[src/rtl/sbc_pkg.sv]
// package: field layout, keys, reset codes and timing for the control bank
package sbc_pkg;
    // data word field positions
    localparam int unsigned SBC_SEL_MSB   = 15;
    localparam int unsigned SBC_SEL_LSB   = 13;
    localparam int unsigned SBC_TOGGLE    = 12;
    localparam int unsigned SBC_COMP_BIT  = 6;
    localparam int unsigned SBC_STAT_TOG  = 11;
    // register select codes in D15..D13
    localparam logic [2:0]  SBC_SEL_SOFT  = 3'h4;
    localparam logic [2:0]  SBC_SEL_BOOST = 3'h3;
    localparam logic [2:0]  SBC_SEL_SLEW  = 3'h0;
    // key field values
    localparam logic [11:0] SBC_KEY_RESET = 12'h555;
    localparam logic [11:0] SBC_KEY_SERVE = 12'h195;
    // boost field reset codes
    localparam logic        SBC_COMP_RST  = 1'h0;
    localparam logic [1:0]  SBC_PHASE_RST = 2'h0;
    localparam logic [1:0]  SBC_FREQ_RST  = 2'h1;
    localparam logic [1:0]  SBC_LIMIT_RST = 2'h0;
    // oscillator and switching rates, in kHz
    localparam int unsigned SBC_OSC_KHZ   = 13000;
    localparam int unsigned SBC_F250_KHZ  = 250;
    localparam int unsigned SBC_F410_KHZ  = 410;
    localparam int unsigned SBC_F650_KHZ  = 650;
    localparam int unsigned SBC_DIV_W     = 8;
    localparam logic [7:0]  SBC_DIV_250   = 8'(SBC_OSC_KHZ / SBC_F250_KHZ);
    localparam logic [7:0]  SBC_DIV_410   = 8'(SBC_OSC_KHZ / SBC_F410_KHZ);
    localparam logic [7:0]  SBC_DIV_650   = 8'(SBC_OSC_KHZ / SBC_F650_KHZ);
    // watchdog default timeout, in ms, at the 200 MHz system clock
    localparam int unsigned SBC_CLK_MHZ   = 200;
    localparam int unsigned SBC_WDT_MS    = 100;
    localparam int unsigned SBC_WDT_CYC   = SBC_WDT_MS * 1000 * SBC_CLK_MHZ;
    localparam int unsigned SBC_WDT_W     = 32;
    localparam int unsigned SBC_CH        = 4;
    localparam int unsigned SBC_SLEW_W    = 8;
    localparam logic [7:0]  SBC_SLEW_RST  = 8'h00;
endpackage

[src/rtl/sbc_ctrl_regs.sv]
// software command and boost control register bank with watchdog
`timescale 1ns/1ps
// Contract
// RULE_01 - 100 in top bits selects software register
// RULE_02 - toggle bit D12 copied to status D11
// RULE_03 - host checks link by toggle readback
// RULE_04 - key 0x555 performs full software reset
// RULE_05 - host sends 0x195 before each timeout
// RULE_06 - missed watchdog service raises fault alert
// RULE_07 - 011 selects boost control, D12..D7 ignored
// RULE_08 - D6 picks internal or external compensation
// RULE_09 - D5..D4 set channel clock phasing
// RULE_10 - D3..D2 divide oscillator for switching rate
// RULE_11 - D1..D0 cap boost rail voltage
// RULE_12 - slew control held per output channel
// RULE_13 - status register is read only
// RULE_14 - software reset restores boost defaults
module sbc_ctrl_regs
    import sbc_pkg::*;
#(
    parameter int unsigned WDT_CYC = SBC_WDT_CYC
) (
    input  wire logic        mclk,
    input  wire logic        arst_n,
    input  wire logic        ce,
    input  wire logic        wr_valid,
    input  wire logic [15:0] wr_data,
    input  wire logic [1:0]  slew_chan,
    input  wire logic        wdt_enable,
    input  wire logic        osc_tick,
    output logic             user_toggle,
    output logic             soft_reset,
    output logic             fault_alert,
    output logic             compensation_select,
    output logic [1:0]       converter_phase_select,
    output logic [1:0]       switching_rate_select,
    output logic [1:0]       boost_limit_select,
    output logic [31:0]      slew_ctrl,
    output logic [3:0]       chan_clk
);
    logic       is_soft, is_boost, is_slew, key_rst, key_srv;
    logic       tog_q, tog_d, srst_q, srst_d, alert_q, alert_d;
    logic       comp_q, comp_d;
    logic [1:0] phase_q, phase_d, rate_q, rate_d, lim_q, lim_d;
    logic [SBC_WDT_W-1:0] wdt_q, wdt_d;
    logic [SBC_SLEW_W-1:0] slew_q [SBC_CH];
    logic [SBC_SLEW_W-1:0] slew_d [SBC_CH];

    // ----------------------------------------------------------------
    // word decode
    // ----------------------------------------------------------------
    always_comb begin
        is_soft  = wr_valid &&
            wr_data[SBC_SEL_MSB:SBC_SEL_LSB] == SBC_SEL_SOFT;  // see RULE_01
        is_boost = wr_valid &&
            wr_data[SBC_SEL_MSB:SBC_SEL_LSB] == SBC_SEL_BOOST; // see RULE_07
        is_slew  = wr_valid &&
            wr_data[SBC_SEL_MSB:SBC_SEL_LSB] == SBC_SEL_SLEW;
        key_rst  = is_soft && wr_data[11:0] == SBC_KEY_RESET;
        key_srv  = is_soft && wr_data[11:0] == SBC_KEY_SERVE;
    end

    // ----------------------------------------------------------------
    // next state
    // ----------------------------------------------------------------
    // reset key wins over anything else in the same word
    always_comb begin
        tog_d   = tog_q;
        comp_d  = comp_q;
        phase_d = phase_q;
        rate_d  = rate_q;
        lim_d   = lim_q;
        slew_d  = slew_q;
        srst_d  = key_rst;                          // see RULE_04
        alert_d = alert_q;
        wdt_d   = wdt_q;
        if (is_soft) begin
            tog_d = wr_data[SBC_TOGGLE];            // see RULE_02
        end
        if (is_boost) begin
            // bits 12..7 are not looked at
            comp_d  = wr_data[SBC_COMP_BIT];        // see RULE_08
            phase_d = wr_data[5:4];                 // see RULE_09
            rate_d  = wr_data[3:2];                 // see RULE_10
            lim_d   = wr_data[1:0];                 // see RULE_11
        end
        if (is_slew) begin
            slew_d[slew_chan] = wr_data[7:0];       // see RULE_12
        end
        // watchdog: a service key reloads, expiry latches the alert
        if (!wdt_enable || key_srv) begin
            wdt_d = '0;
        end else if (wdt_q >= SBC_WDT_W'(WDT_CYC - 1)) begin
            alert_d = 1'b1;                         // see RULE_06
        end else begin
            wdt_d = wdt_q + 1'b1;
        end
        if (key_rst) begin
            tog_d   = 1'b0;
            comp_d  = SBC_COMP_RST;                 // see RULE_14
            phase_d = SBC_PHASE_RST;
            rate_d  = SBC_FREQ_RST;
            lim_d   = SBC_LIMIT_RST;
            alert_d = 1'b0;
            wdt_d   = '0;
            for (int i = 0; i < SBC_CH; i++) begin
                slew_d[i] = SBC_SLEW_RST;
            end
        end
    end

    always_ff @(posedge mclk or negedge arst_n) begin
        if (!arst_n) begin
            tog_q   <= 1'b0;
            srst_q  <= 1'b0;
            alert_q <= 1'b0;
            comp_q  <= SBC_COMP_RST;
            phase_q <= SBC_PHASE_RST;
            rate_q  <= SBC_FREQ_RST;
            lim_q   <= SBC_LIMIT_RST;
            wdt_q   <= '0;
            for (int i = 0; i < SBC_CH; i++) begin
                slew_q[i] <= SBC_SLEW_RST;
            end
        end else if (ce) begin
            tog_q   <= tog_d;
            srst_q  <= srst_d;
            alert_q <= alert_d;
            comp_q  <= comp_d;
            phase_q <= phase_d;
            rate_q  <= rate_d;
            lim_q   <= lim_d;
            wdt_q   <= wdt_d;
            slew_q  <= slew_d;
        end
    end

    // ----------------------------------------------------------------
    // outputs
    // ----------------------------------------------------------------
    // status toggle is only ever driven from here, never written
    assign user_toggle            = tog_q;          // see RULE_13
    assign soft_reset             = srst_q;
    assign fault_alert            = alert_q;
    assign compensation_select    = comp_q;
    assign converter_phase_select = phase_q;
    assign switching_rate_select  = rate_q;
    assign boost_limit_select     = lim_q;
    assign slew_ctrl = {slew_q[3], slew_q[2], slew_q[1], slew_q[0]};

    sbc_phase_gen u_phase (
        .mclk      (mclk),
        .arst_n    (arst_n),
        .ce        (ce),
        .osc_tick  (osc_tick),
        .rate_sel  (rate_q),
        .phase_sel (phase_q),
        .chan_clk  (chan_clk)
    );

    // ----------------------------------------------------------------
    // checks
    // ----------------------------------------------------------------
    a_toggle_copy: assert property (@(posedge mclk) disable iff (!arst_n)
        ce && is_soft && !key_rst |=> tog_q == $past(wr_data[12]))  // see RULE_02
        else $error("toggle not copied");
    a_reset_key: assert property (@(posedge mclk) disable iff (!arst_n)
        ce && key_rst |=> soft_reset && rate_q == SBC_FREQ_RST)     // see RULE_04
        else $error("reset key missed");
    a_boost_load: assert property (@(posedge mclk) disable iff (!arst_n)
        ce && is_boost |=> {comp_q, phase_q, rate_q, lim_q}
            == $past(wr_data[6:0]))                                 // see RULE_07
        else $error("boost word not loaded");
    a_alert_expire: assert property (@(posedge mclk) disable iff (!arst_n)
        ce && wdt_enable && !key_srv && !key_rst
        && wdt_q >= SBC_WDT_W'(WDT_CYC - 1) |=> fault_alert)        // see RULE_06
        else $error("watchdog expiry not flagged");
    a_alert_hold: assert property (@(posedge mclk) disable iff (!arst_n)
        fault_alert && !(ce && key_rst) |=> fault_alert)            // see RULE_06
        else $error("alert dropped");
    a_srv_reload: assert property (@(posedge mclk) disable iff (!arst_n)
        ce && key_srv |=> wdt_q == '0)                              // see RULE_05
        else $error("service key did not reload");
    a_rst_defaults: assert property (@(posedge mclk) disable iff (!arst_n)
        ce && key_rst |=> !compensation_select && phase_q == 2'h0
            && lim_q == 2'h0)                                       // see RULE_14
        else $error("defaults not restored");
    a_boost_ignore: assert property (@(posedge mclk) disable iff (!arst_n)
        ce && !is_boost && !key_rst |=> $stable(lim_q))             // see RULE_11
        else $error("limit changed without write");
endmodule

[src/rtl/sbc_phase_gen.sv]
// phase generator: divides the oscillator tick into four channel clocks
`timescale 1ns/1ps
module sbc_phase_gen
    import sbc_pkg::*;
(
    input  wire logic       mclk,
    input  wire logic       arst_n,
    input  wire logic       ce,
    input  wire logic       osc_tick,
    input  wire logic [1:0] rate_sel,
    input  wire logic [1:0] phase_sel,
    output logic      [3:0] chan_clk
);
    logic [7:0] cnt_q, cnt_d;
    logic [7:0] period;
    logic [7:0] half;
    logic [7:0] quart;
    logic [3:0] clk_d;

    // ----------------------------------------------------------------
    // divider
    // ----------------------------------------------------------------
    // code 11 is undefined; it falls back to the default rate
    always_comb begin
        unique case (rate_sel)
            2'h0:    period = SBC_DIV_250;
            2'h2:    period = SBC_DIV_650;
            default: period = SBC_DIV_410;
        endcase
        half  = period >> 1;
        quart = period >> 2;
        cnt_d = cnt_q;
        if (osc_tick) begin
            cnt_d = (cnt_q >= period - 8'h01) ? 8'h00 : cnt_q + 8'h01;
        end
    end

    // per-channel square wave with programmable offset
    function automatic logic sq(input logic [7:0] c, input logic [7:0] off,
                                input logic [7:0] p, input logic [7:0] h);
        logic [8:0] s;
        s = {1'b0, c} + {1'b0, off};
        if (s >= {1'b0, p}) begin
            s = s - {1'b0, p};
        end
        return s[7:0] < h;
    endfunction

    always_comb begin
        clk_d[0] = sq(cnt_q, 8'h00, period, half);
        unique case (phase_sel)
            2'h0: begin
                clk_d[3:1] = {3{clk_d[0]}};
            end
            2'h1: begin
                clk_d[1] = clk_d[0];
                clk_d[2] = sq(cnt_q, half, period, half);
                clk_d[3] = clk_d[2];
            end
            2'h2: begin
                clk_d[2] = clk_d[0];
                clk_d[1] = sq(cnt_q, half, period, half);
                clk_d[3] = clk_d[1];
            end
            2'h3: begin
                clk_d[1] = sq(cnt_q, quart, period, half);
                clk_d[2] = sq(cnt_q, half, period, half);
                clk_d[3] = sq(cnt_q, 8'(half + quart), period, half);
            end
        endcase
    end

    always_ff @(posedge mclk or negedge arst_n) begin
        if (!arst_n) begin
            cnt_q    <= 8'h00;
            chan_clk <= 4'h0;
        end else if (ce) begin
            cnt_q    <= cnt_d;
            chan_clk <= clk_d;
        end
    end
endmodule

[config.mk]
export PLATFORM = sky130hd
export DESIGN_NAME = sbc_ctrl_regs
export DESIGN_NICKNAME = d
export VERILOG_FILES = /design/src/rtl/sbc_pkg.sv /design/src/rtl/sbc_ctrl_regs.sv /design/src/rtl/sbc_phase_gen.sv
export SDC_FILE = /design/constraint.sdc
export NUM_CORES = 1
export LEC_CHECK = 0
export ABC_AREA = 1
export ABC_CLOCK_PERIOD_IN_PS = 4480
export BUFFER_PORTS_ARGS = -buffer_cell sky130_fd_sc_hd__buf_2
export CAP_MARGIN = 20
export CELL_PAD_IN_SITES_DETAIL_PLACEMENT = 1
export CELL_PAD_IN_SITES_GLOBAL_PLACEMENT = 1
export CORE_MARGIN = 4
export CORE_UTILIZATION = 35
export DETAILED_ROUTE_END_ITERATION = 7
export PLACE_DENSITY_LB_ADDON = 0.1
export SYNTH_ARGS = -nofsm -noshare
export SYNTH_HDL_FRONTEND = slang
export SYNTH_SLANG_ARGS = --single-unit
[constraint.sdc]
create_clock -name mclk -period 4.48 [get_ports mclk]
set_clock_uncertainty 0.1 [all_clocks]
set_input_delay 0.672 -clock mclk [delete_from_list [all_inputs] [get_ports mclk]]
set_output_delay 0.672 -clock mclk [all_outputs]
set_load 0.01 [all_outputs]
== Word level (Yosys, flattened, before mapping) ==
Index checks and enable logic that the tools add are counted.

* Register bits after elaboration: 86
* Input port bits: 24

* Bitwise gates (word level): 1
* $add $sub $neg: 11
* Reduce and logical (&&, ||, !) cells: 21
* Muxes and demuxes: 33
* $lt $le $gt $ge: 14
* Equality and inequality tests: 10

{| class="wikitable"
|+ Operators with widths
! operator !! number
|-
| 32-bit two-way mux || 5
|-
| 8-bit two-way mux || 11
|-
| 8-bit by 7-bit < comparator with 1-bit output || 6
|-
| 32-bit by 1-bit adder with 32-bit output, second input constant || 1
|-
| 32-bit bitwise mux || 1
|-
| 32-bit by 25-bit >= comparator with 1-bit output, second input constant || 1
|-
| 8-bit subtractor || 4
|-
| 9-bit by 6-bit >= comparator with 1-bit output || 3
|-
| 8-bit demux with 2-bit select || 1
|-
| 8-bit >= comparator || 2
|-
| 12-bit by 11-bit == test with 1-bit output, second input constant || 1
|-
| 12-bit by 9-bit == test with 1-bit output, second input constant || 1
|-
| 2-bit two-way mux || 6
|-
| 3-bit one-hot mux with 4 select lines || 1
|-
| 6-bit one-hot mux with 2 select lines || 1
|-
| 2-bit AND reduction || 5
|-
| 8-bit by 4-bit adder with 9-bit output || 1
|-
| 8-bit by 5-bit adder with 9-bit output || 1
|-
| 8-bit by 8-bit adder with 9-bit output || 1
|-
| 7-bit by 6-bit adder with 8-bit output || 1
|-
| 8-bit by 1-bit adder with 8-bit output, second input constant || 1
|-
| 2-bit nonzero test || 4
|-
| 8-bit by 1-bit subtractor with 8-bit output, second input constant || 1
|-
| 1-bit two-way mux || 7
|-
| other kinds (15) || 23
|}

== Logic depth before layout (Yosys ltp) ==
* Word-level depth: 9
* Mapped depth: 30
* Depth with buffers taken out: 30

== Cells and area by module ==
Synthesis repeated with hierarchy kept, for this count alone.

* Cells, all modules: 1059
* Area, all modules: 7078.0 um^2

{| class="wikitable"
|+ By module, submodules not included
! module !! cells each !! instances !! seq. area each (um^2) !! area each (um^2)
|-
| sbc_ctrl_regs || 592 || 1 || 1853.0 || 4224.1
|-
| sbc_phase_gen || 467 || 1 || 300.3 || 2854.0
|}

== Worst setup path after synthesis ==
OpenSTA, ideal clock, no wires.

* Path kind: flip-flop to flip-flop
* From: reg rate_q[0], in the netlist switching_rate_select[0]
* To: reg u_phase.chan_clk[3]
* Path slack: 104 ps
* Arrival: 4199 ps
* Stages on the path, launching flop included: 26
* Setup time: 77 ps
* Cells stage by stage: dfstp_2 inv_1 ha_1 inv_1 ha_1 inv_1 fa_1 o21bai_1 xor2_1 inv_1 ha_1 nand3_1 nand2_1 nor2_1 nand3_1 nand2_1 xor2_1 inv_1 ha_1 inv_1 a21boi_0 o21ai_0 inv_1 nand3_1 a21oi_1 a21oi_1

* Word-level cells in the longest chain between the ends: 9
* Elaborated cells on any way between the ends: 23
* Classes of those cells: add/sub (6); order compare (7); eq/ne (1); mux (8); reduce/logical (1)

{| class="wikitable"
|+ RTL lines
! item !! RTL line !! RTL
|-
| start, declared || sbc_ctrl_regs.sv:44 || <nowiki>logic [1:0] phase_q, phase_d, rate_q, rate_d, lim_q, lim_d;</nowiki>
|-
| start signal, assigned || sbc_ctrl_regs.sv:131 || <nowiki>rate_q <= rate_d;</nowiki>
|-
| 2-bit == test or 2-bit zero test (tied branches) || sbc_phase_gen.sv:25 || <nowiki>unique case (rate_sel)</nowiki>
|-
| 6-bit one-hot mux with 2 select lines * || sbc_phase_gen.sv:25 ||
|-
| 7-bit by 6-bit adder with 8-bit output || sbc_phase_gen.sv:68 || <nowiki>clk_d[3] = sq(cnt_q, 8'(half + quart), period, half);</nowiki>
|-
| 8-bit by 8-bit adder with 9-bit output || sbc_phase_gen.sv:42 || <nowiki>s = {1'b0, c} + {1'b0, off};</nowiki>
|-
| 8-bit subtractor or 9-bit by 6-bit >= comparator with 1-bit output (tied branches) || sbc_phase_gen.sv:44, sbc_phase_gen.sv:43 ||
|-
| 8-bit two-way mux || sbc_phase_gen.sv:43 || <nowiki>if (s >= {1'b0, p}) begin</nowiki>
|-
| 8-bit two-way mux || sbc_phase_gen.sv:51 || <nowiki>unique case (phase_sel)</nowiki>
|-
| 8-bit by 7-bit < comparator with 1-bit output || sbc_phase_gen.sv:46 || <nowiki>return s[7:0] < h;</nowiki>
|-
| 3-bit one-hot mux with 4 select lines * || sbc_phase_gen.sv:51 ||
|-
| end signal, assigned || sbc_phase_gen.sv:79 || <nowiki>chan_clk <= clk_d;</nowiki>
|-
| end, declared || sbc_phase_gen.sv:12 || <nowiki>output logic [3:0] chan_clk</nowiki>
|}

Every way passes the cells marked *; elsewhere a longest branch is shown, timed or not. The select of a mux whose other input is x is not followed.
A chain may end at the register's enable or synchronous reset.

== Worst setup path in the final report ==
Ends and elaborated chain as after synthesis.

==> flow_summary.yaml <==
setup_path:
  critPathMaxFanout: 4
  crit-reg2reg-capture: "u_phase.chan_clk[3]$_DFFE_PN0P_"
  setup.worst_path.start: "switching_rate_select[0]$_DFFE_PN1P_"
  crit_end: "u_phase.chan_clk[3]$_DFFE_PN0P_"
  end_kind: "register"
  crit_arrival_ns: 4.36
  crit_required_ns: 4.62
  worst-setup-path-type: "register to register"
  timing.reg2reg.worst_path_depth: 27
  ff2ff_setup_slack_ns: 0.26
  worstReg2RegStart: "switching_rate_select[0]$_DFFE_PN1P_"
  crit_path_start_kind: "register"
clock_tree:
  cts.sink_count: 86
  ctsHoldBuffers: 0
  clockBufferDepth: 2
  cts_tree: "yes"
  cts_buffers: 9
  clock_latency_ns: 0.35
  path_clk_slew_ns: 0.07
  library_cell_used_as_clock_root_buffer: "clkbuf_16"
  cts-htree-levels: 3
grt:
  first_pass_grt_wire_length_mm: 35.9
  grt_start_max_net_pins: 63
  antenna_violations_before_repair: 0
  track_usage: 0.204
  grt_overflow: 0
  grt_pass1_vias: 6877
yosys:
  yosys.area_share.simple: 0.377
  synthesis.instances: 958
  syn-cell-area_mm2: 0.00678
  synth.area.mux_share: 0
  post_synth_net_total: 1021
  number_of_enable_type_register_cells_in_the_synthesized_netlist: 0
  netlist.top_cell.by_area: "dfrtp_1"
  synth.most_common_cell: "nand2_1"
  synth.ff_latch_count: 86
  synth-xor-area-share: 0.0530
  yosysTopAreaCellShare: 0.314
  dominant_combinational_cell_family_by_area_after_synthesis: "simple AND/OR/NAND/NOR gates"
  synth_compound_gate_area_share: 0.0869
  syn-mean-instance-area_um2: 7.07
  synth-seq-area-share: 0.318
  yosys-top-cells-count: "244 x nand2_1, 121 x inv_1, 101 x nor2_1"
  synth_warnings: 0
  synthAdderAreaFrac: 0.0764
  yosys_most_used_dff: "dfrtp_1"
  netlist_top_cells_area: "dfrtp_1 31%, nand2_1 14%, inv_1 6.7%, ha_1 6.5%, nor2_1 5.6%"
  yosys.cell_types.count: 52
  postSynth.asyncResetShare: 1.00
sta:
  fin_tns_setup_ns: 0
  finalHoldViolCount: 0
  maxClockFrequency_mhz: 237
  final.period_utilization: 0.943
  final-max-slew-violation-count: 0
  max_slew_margin: 0.346
  timing.final.setup_violations: 0
  setup_ws_ns: 0.257
  worstMarginPinSlew_ns: 0.972
  fin_crit_ns: 4.22
die:
  dieArea_mm2: 0.0217
  die-width_um: 147
  pin_count: 70
  floorplan.initialDensity: 0.359
  number_of_cell_rows: 50
  dieHeight_um: 147
  core_area_mm2: 0.0189
layout:
  fillers: 2443
  finish.net_count: 1094
  layoutNonFillerInstCount: 1296
  multi_input_comb_area_mm2: 0.00406
  drive_above_1_share: 0.162
  layout.area.seq_mm2: 0.00215
  total_inserted_antenna_cells: 0
  area_growth_syn_to_layout_pct: 14.8
run_status:
  run_status: "completed"
detailed_routing:
  route.detailed.vias_per_inst: 4.98
  dr.first_iter.drc_count: 280
  detail_route.wl_per_cell_um: 16.6
  route.final.wire_length_mm: 21.5
  detail_route.drc_violations: 0
  antenna_left: 0
  drt_first_pass_iters: 4
  vias: 6450
run:
  maxCapViolCount: 0
placed_design:
  preCtsSetupSlack_ns: 0.0422
  hpwlAfterDp_mm: 16.7
  placement.io_buffers: 69
  globalplace.congestion: 0.837
  dpl.cell_count: 1278
power:
  total_power_mw: 5.79
  power.static_leakage_nw: 3.90
  p_per_area_mw_per_mm2: 744
  vdd_drop_max_uv: 274
min_path:
  hold_path_class: "input pin to asynchronous set/reset pin"
## per-stage QoR
step / hold slack (ns) / instance area (um^2) / util
floorplan: 0.276 / 6780 / -
global placement: 0.366 / 7420 / 0.393
detailed placement: 0.368 / 7420 / 0.393
CTS: 0.338 / 7730 / 0.409
global route: 0.365 / 7780 / 0.412
finish: 0.296 / 7780 / 0.412
## how the worst min path moves through the flow
stage	from	end	slack, ns	cells after the start
after global routing	arst_n	slew_ctrl[1]$_DFFE_PN0P_	0.36	1
after floorplan	arst_n	boost_limit_select[0]$_DFFE_PN0P_	0.28	0
after CTS	arst_n	slew_ctrl[1]$_DFFE_PN0P_	0.34	1
after detailed placement	u_phase.chan_clk[2]$_DFFE_PN0P_	u_phase.chan_clk[2]$_DFFE_PN0P_	0.37	2
after global placement	u_phase.chan_clk[0]$_DFFE_PN0P_	u_phase.chan_clk[0]$_DFFE_PN0P_	0.37	2
final	arst_n	slew_ctrl[1]$_DFFE_PN0P_	0.30	1
## cell usage in the layout (no fill, tap or decap), types with 33 or more instances in the layout
master   netlist  routed
a21oi_1       38      38
buf_2          9      68
dfrtp_1       85      85
ha_1          35      33
inv_1        121     120
nand2_1      244     243
nand3_1       65      64
nor2_1       101     100
o21ai_0       35      34
xor2_1        34      34
## power breakdown
part	internal, mW	total (mW)	switching (mW)
clock	0.440	0.793	0.353
sequential	0.888	0.993	0.105
combinational	1.53	4.01	2.48
total	2.86	5.79	2.93
## metal layers
| layer | share of wire | track usage | up-vias |
|---|---|---|---|
| met3 | 0.036 | 0.0373 | 24 |
| met4 | 0.014 | 0.0489 | 0 |
| met1 | 0.47 | 0.272 | 3090 |
| met5 | 0 | 0 | - |
| met2 | 0.48 | 0.345 | 74 |
| li1 | - | - | 3262 |
## flip-flops by register name, summed over array words and instances (netlist names)
| register | flops |
|---|---|
| soft_reset | 1 |
| slew_ctrl | 32 |
| boost_limit_select | 2 |
| u_phase.chan_clk | 4 |
| converter_phase_select | 2 |
| u_phase.cnt_q | 8 |
| compensation_select | 1 |
| fault_alert | 1 |
| wdt_q | 32 |
| user_toggle | 1 |
| switching_rate_select | 2 |
## final cells by class
class / count / area share
Inverter: 126 / 0.0611
Tap cell: 260 / 0.0418
Clock buffer: 9 / 0.0289
Sequential cell: 86 / 0.277
Timing Repair Buffer: 84 / 0.0592
Clock inverter: 7 / 0.0103
Multi-Input combinational cell: 724 / 0.522
## kinds of logic after synthesis
| group | count (synthesis) |
|---|---|
| simple gates | 542 |
| buf+inv | 148 |
| compound gates | 102 |
| flops | 86 |
| xor+xnor | 41 |
| fa+ha+maj | 39 |
## what timing repair did
item,CTS,global route
gates resized for setup,0,11
buffers inserted,0,2
endpoints found under the setup margin,0,2
## critical path, cell delays in order (launching register included)
cell and delay, ns:
dfstp_2 0.57, inv_1 0.09, ha_1 0.32, inv_2 0.09
ha_2 0.18, inv_1 0.05, fa_2 0.37, o21bai_1 0.17
xor2_1 0.20, inv_1 0.10, ha_4 0.28, nand2_1 0.05
nor2_1 0.10, nand2_1 0.06, nand2_1 0.09, nand2_2 0.09
nand3_2 0.10, nand2_1 0.07, xor2_1 0.14, inv_1 0.06
ha_1 0.14, inv_1 0.05, a21boi_0 0.16, o21ai_1 0.11
inv_1 0.06, nand3_1 0.06, a21oi_1 0.15, a21oi_1 0.08
Note: power is estimated with default switching activity, not from simulation.
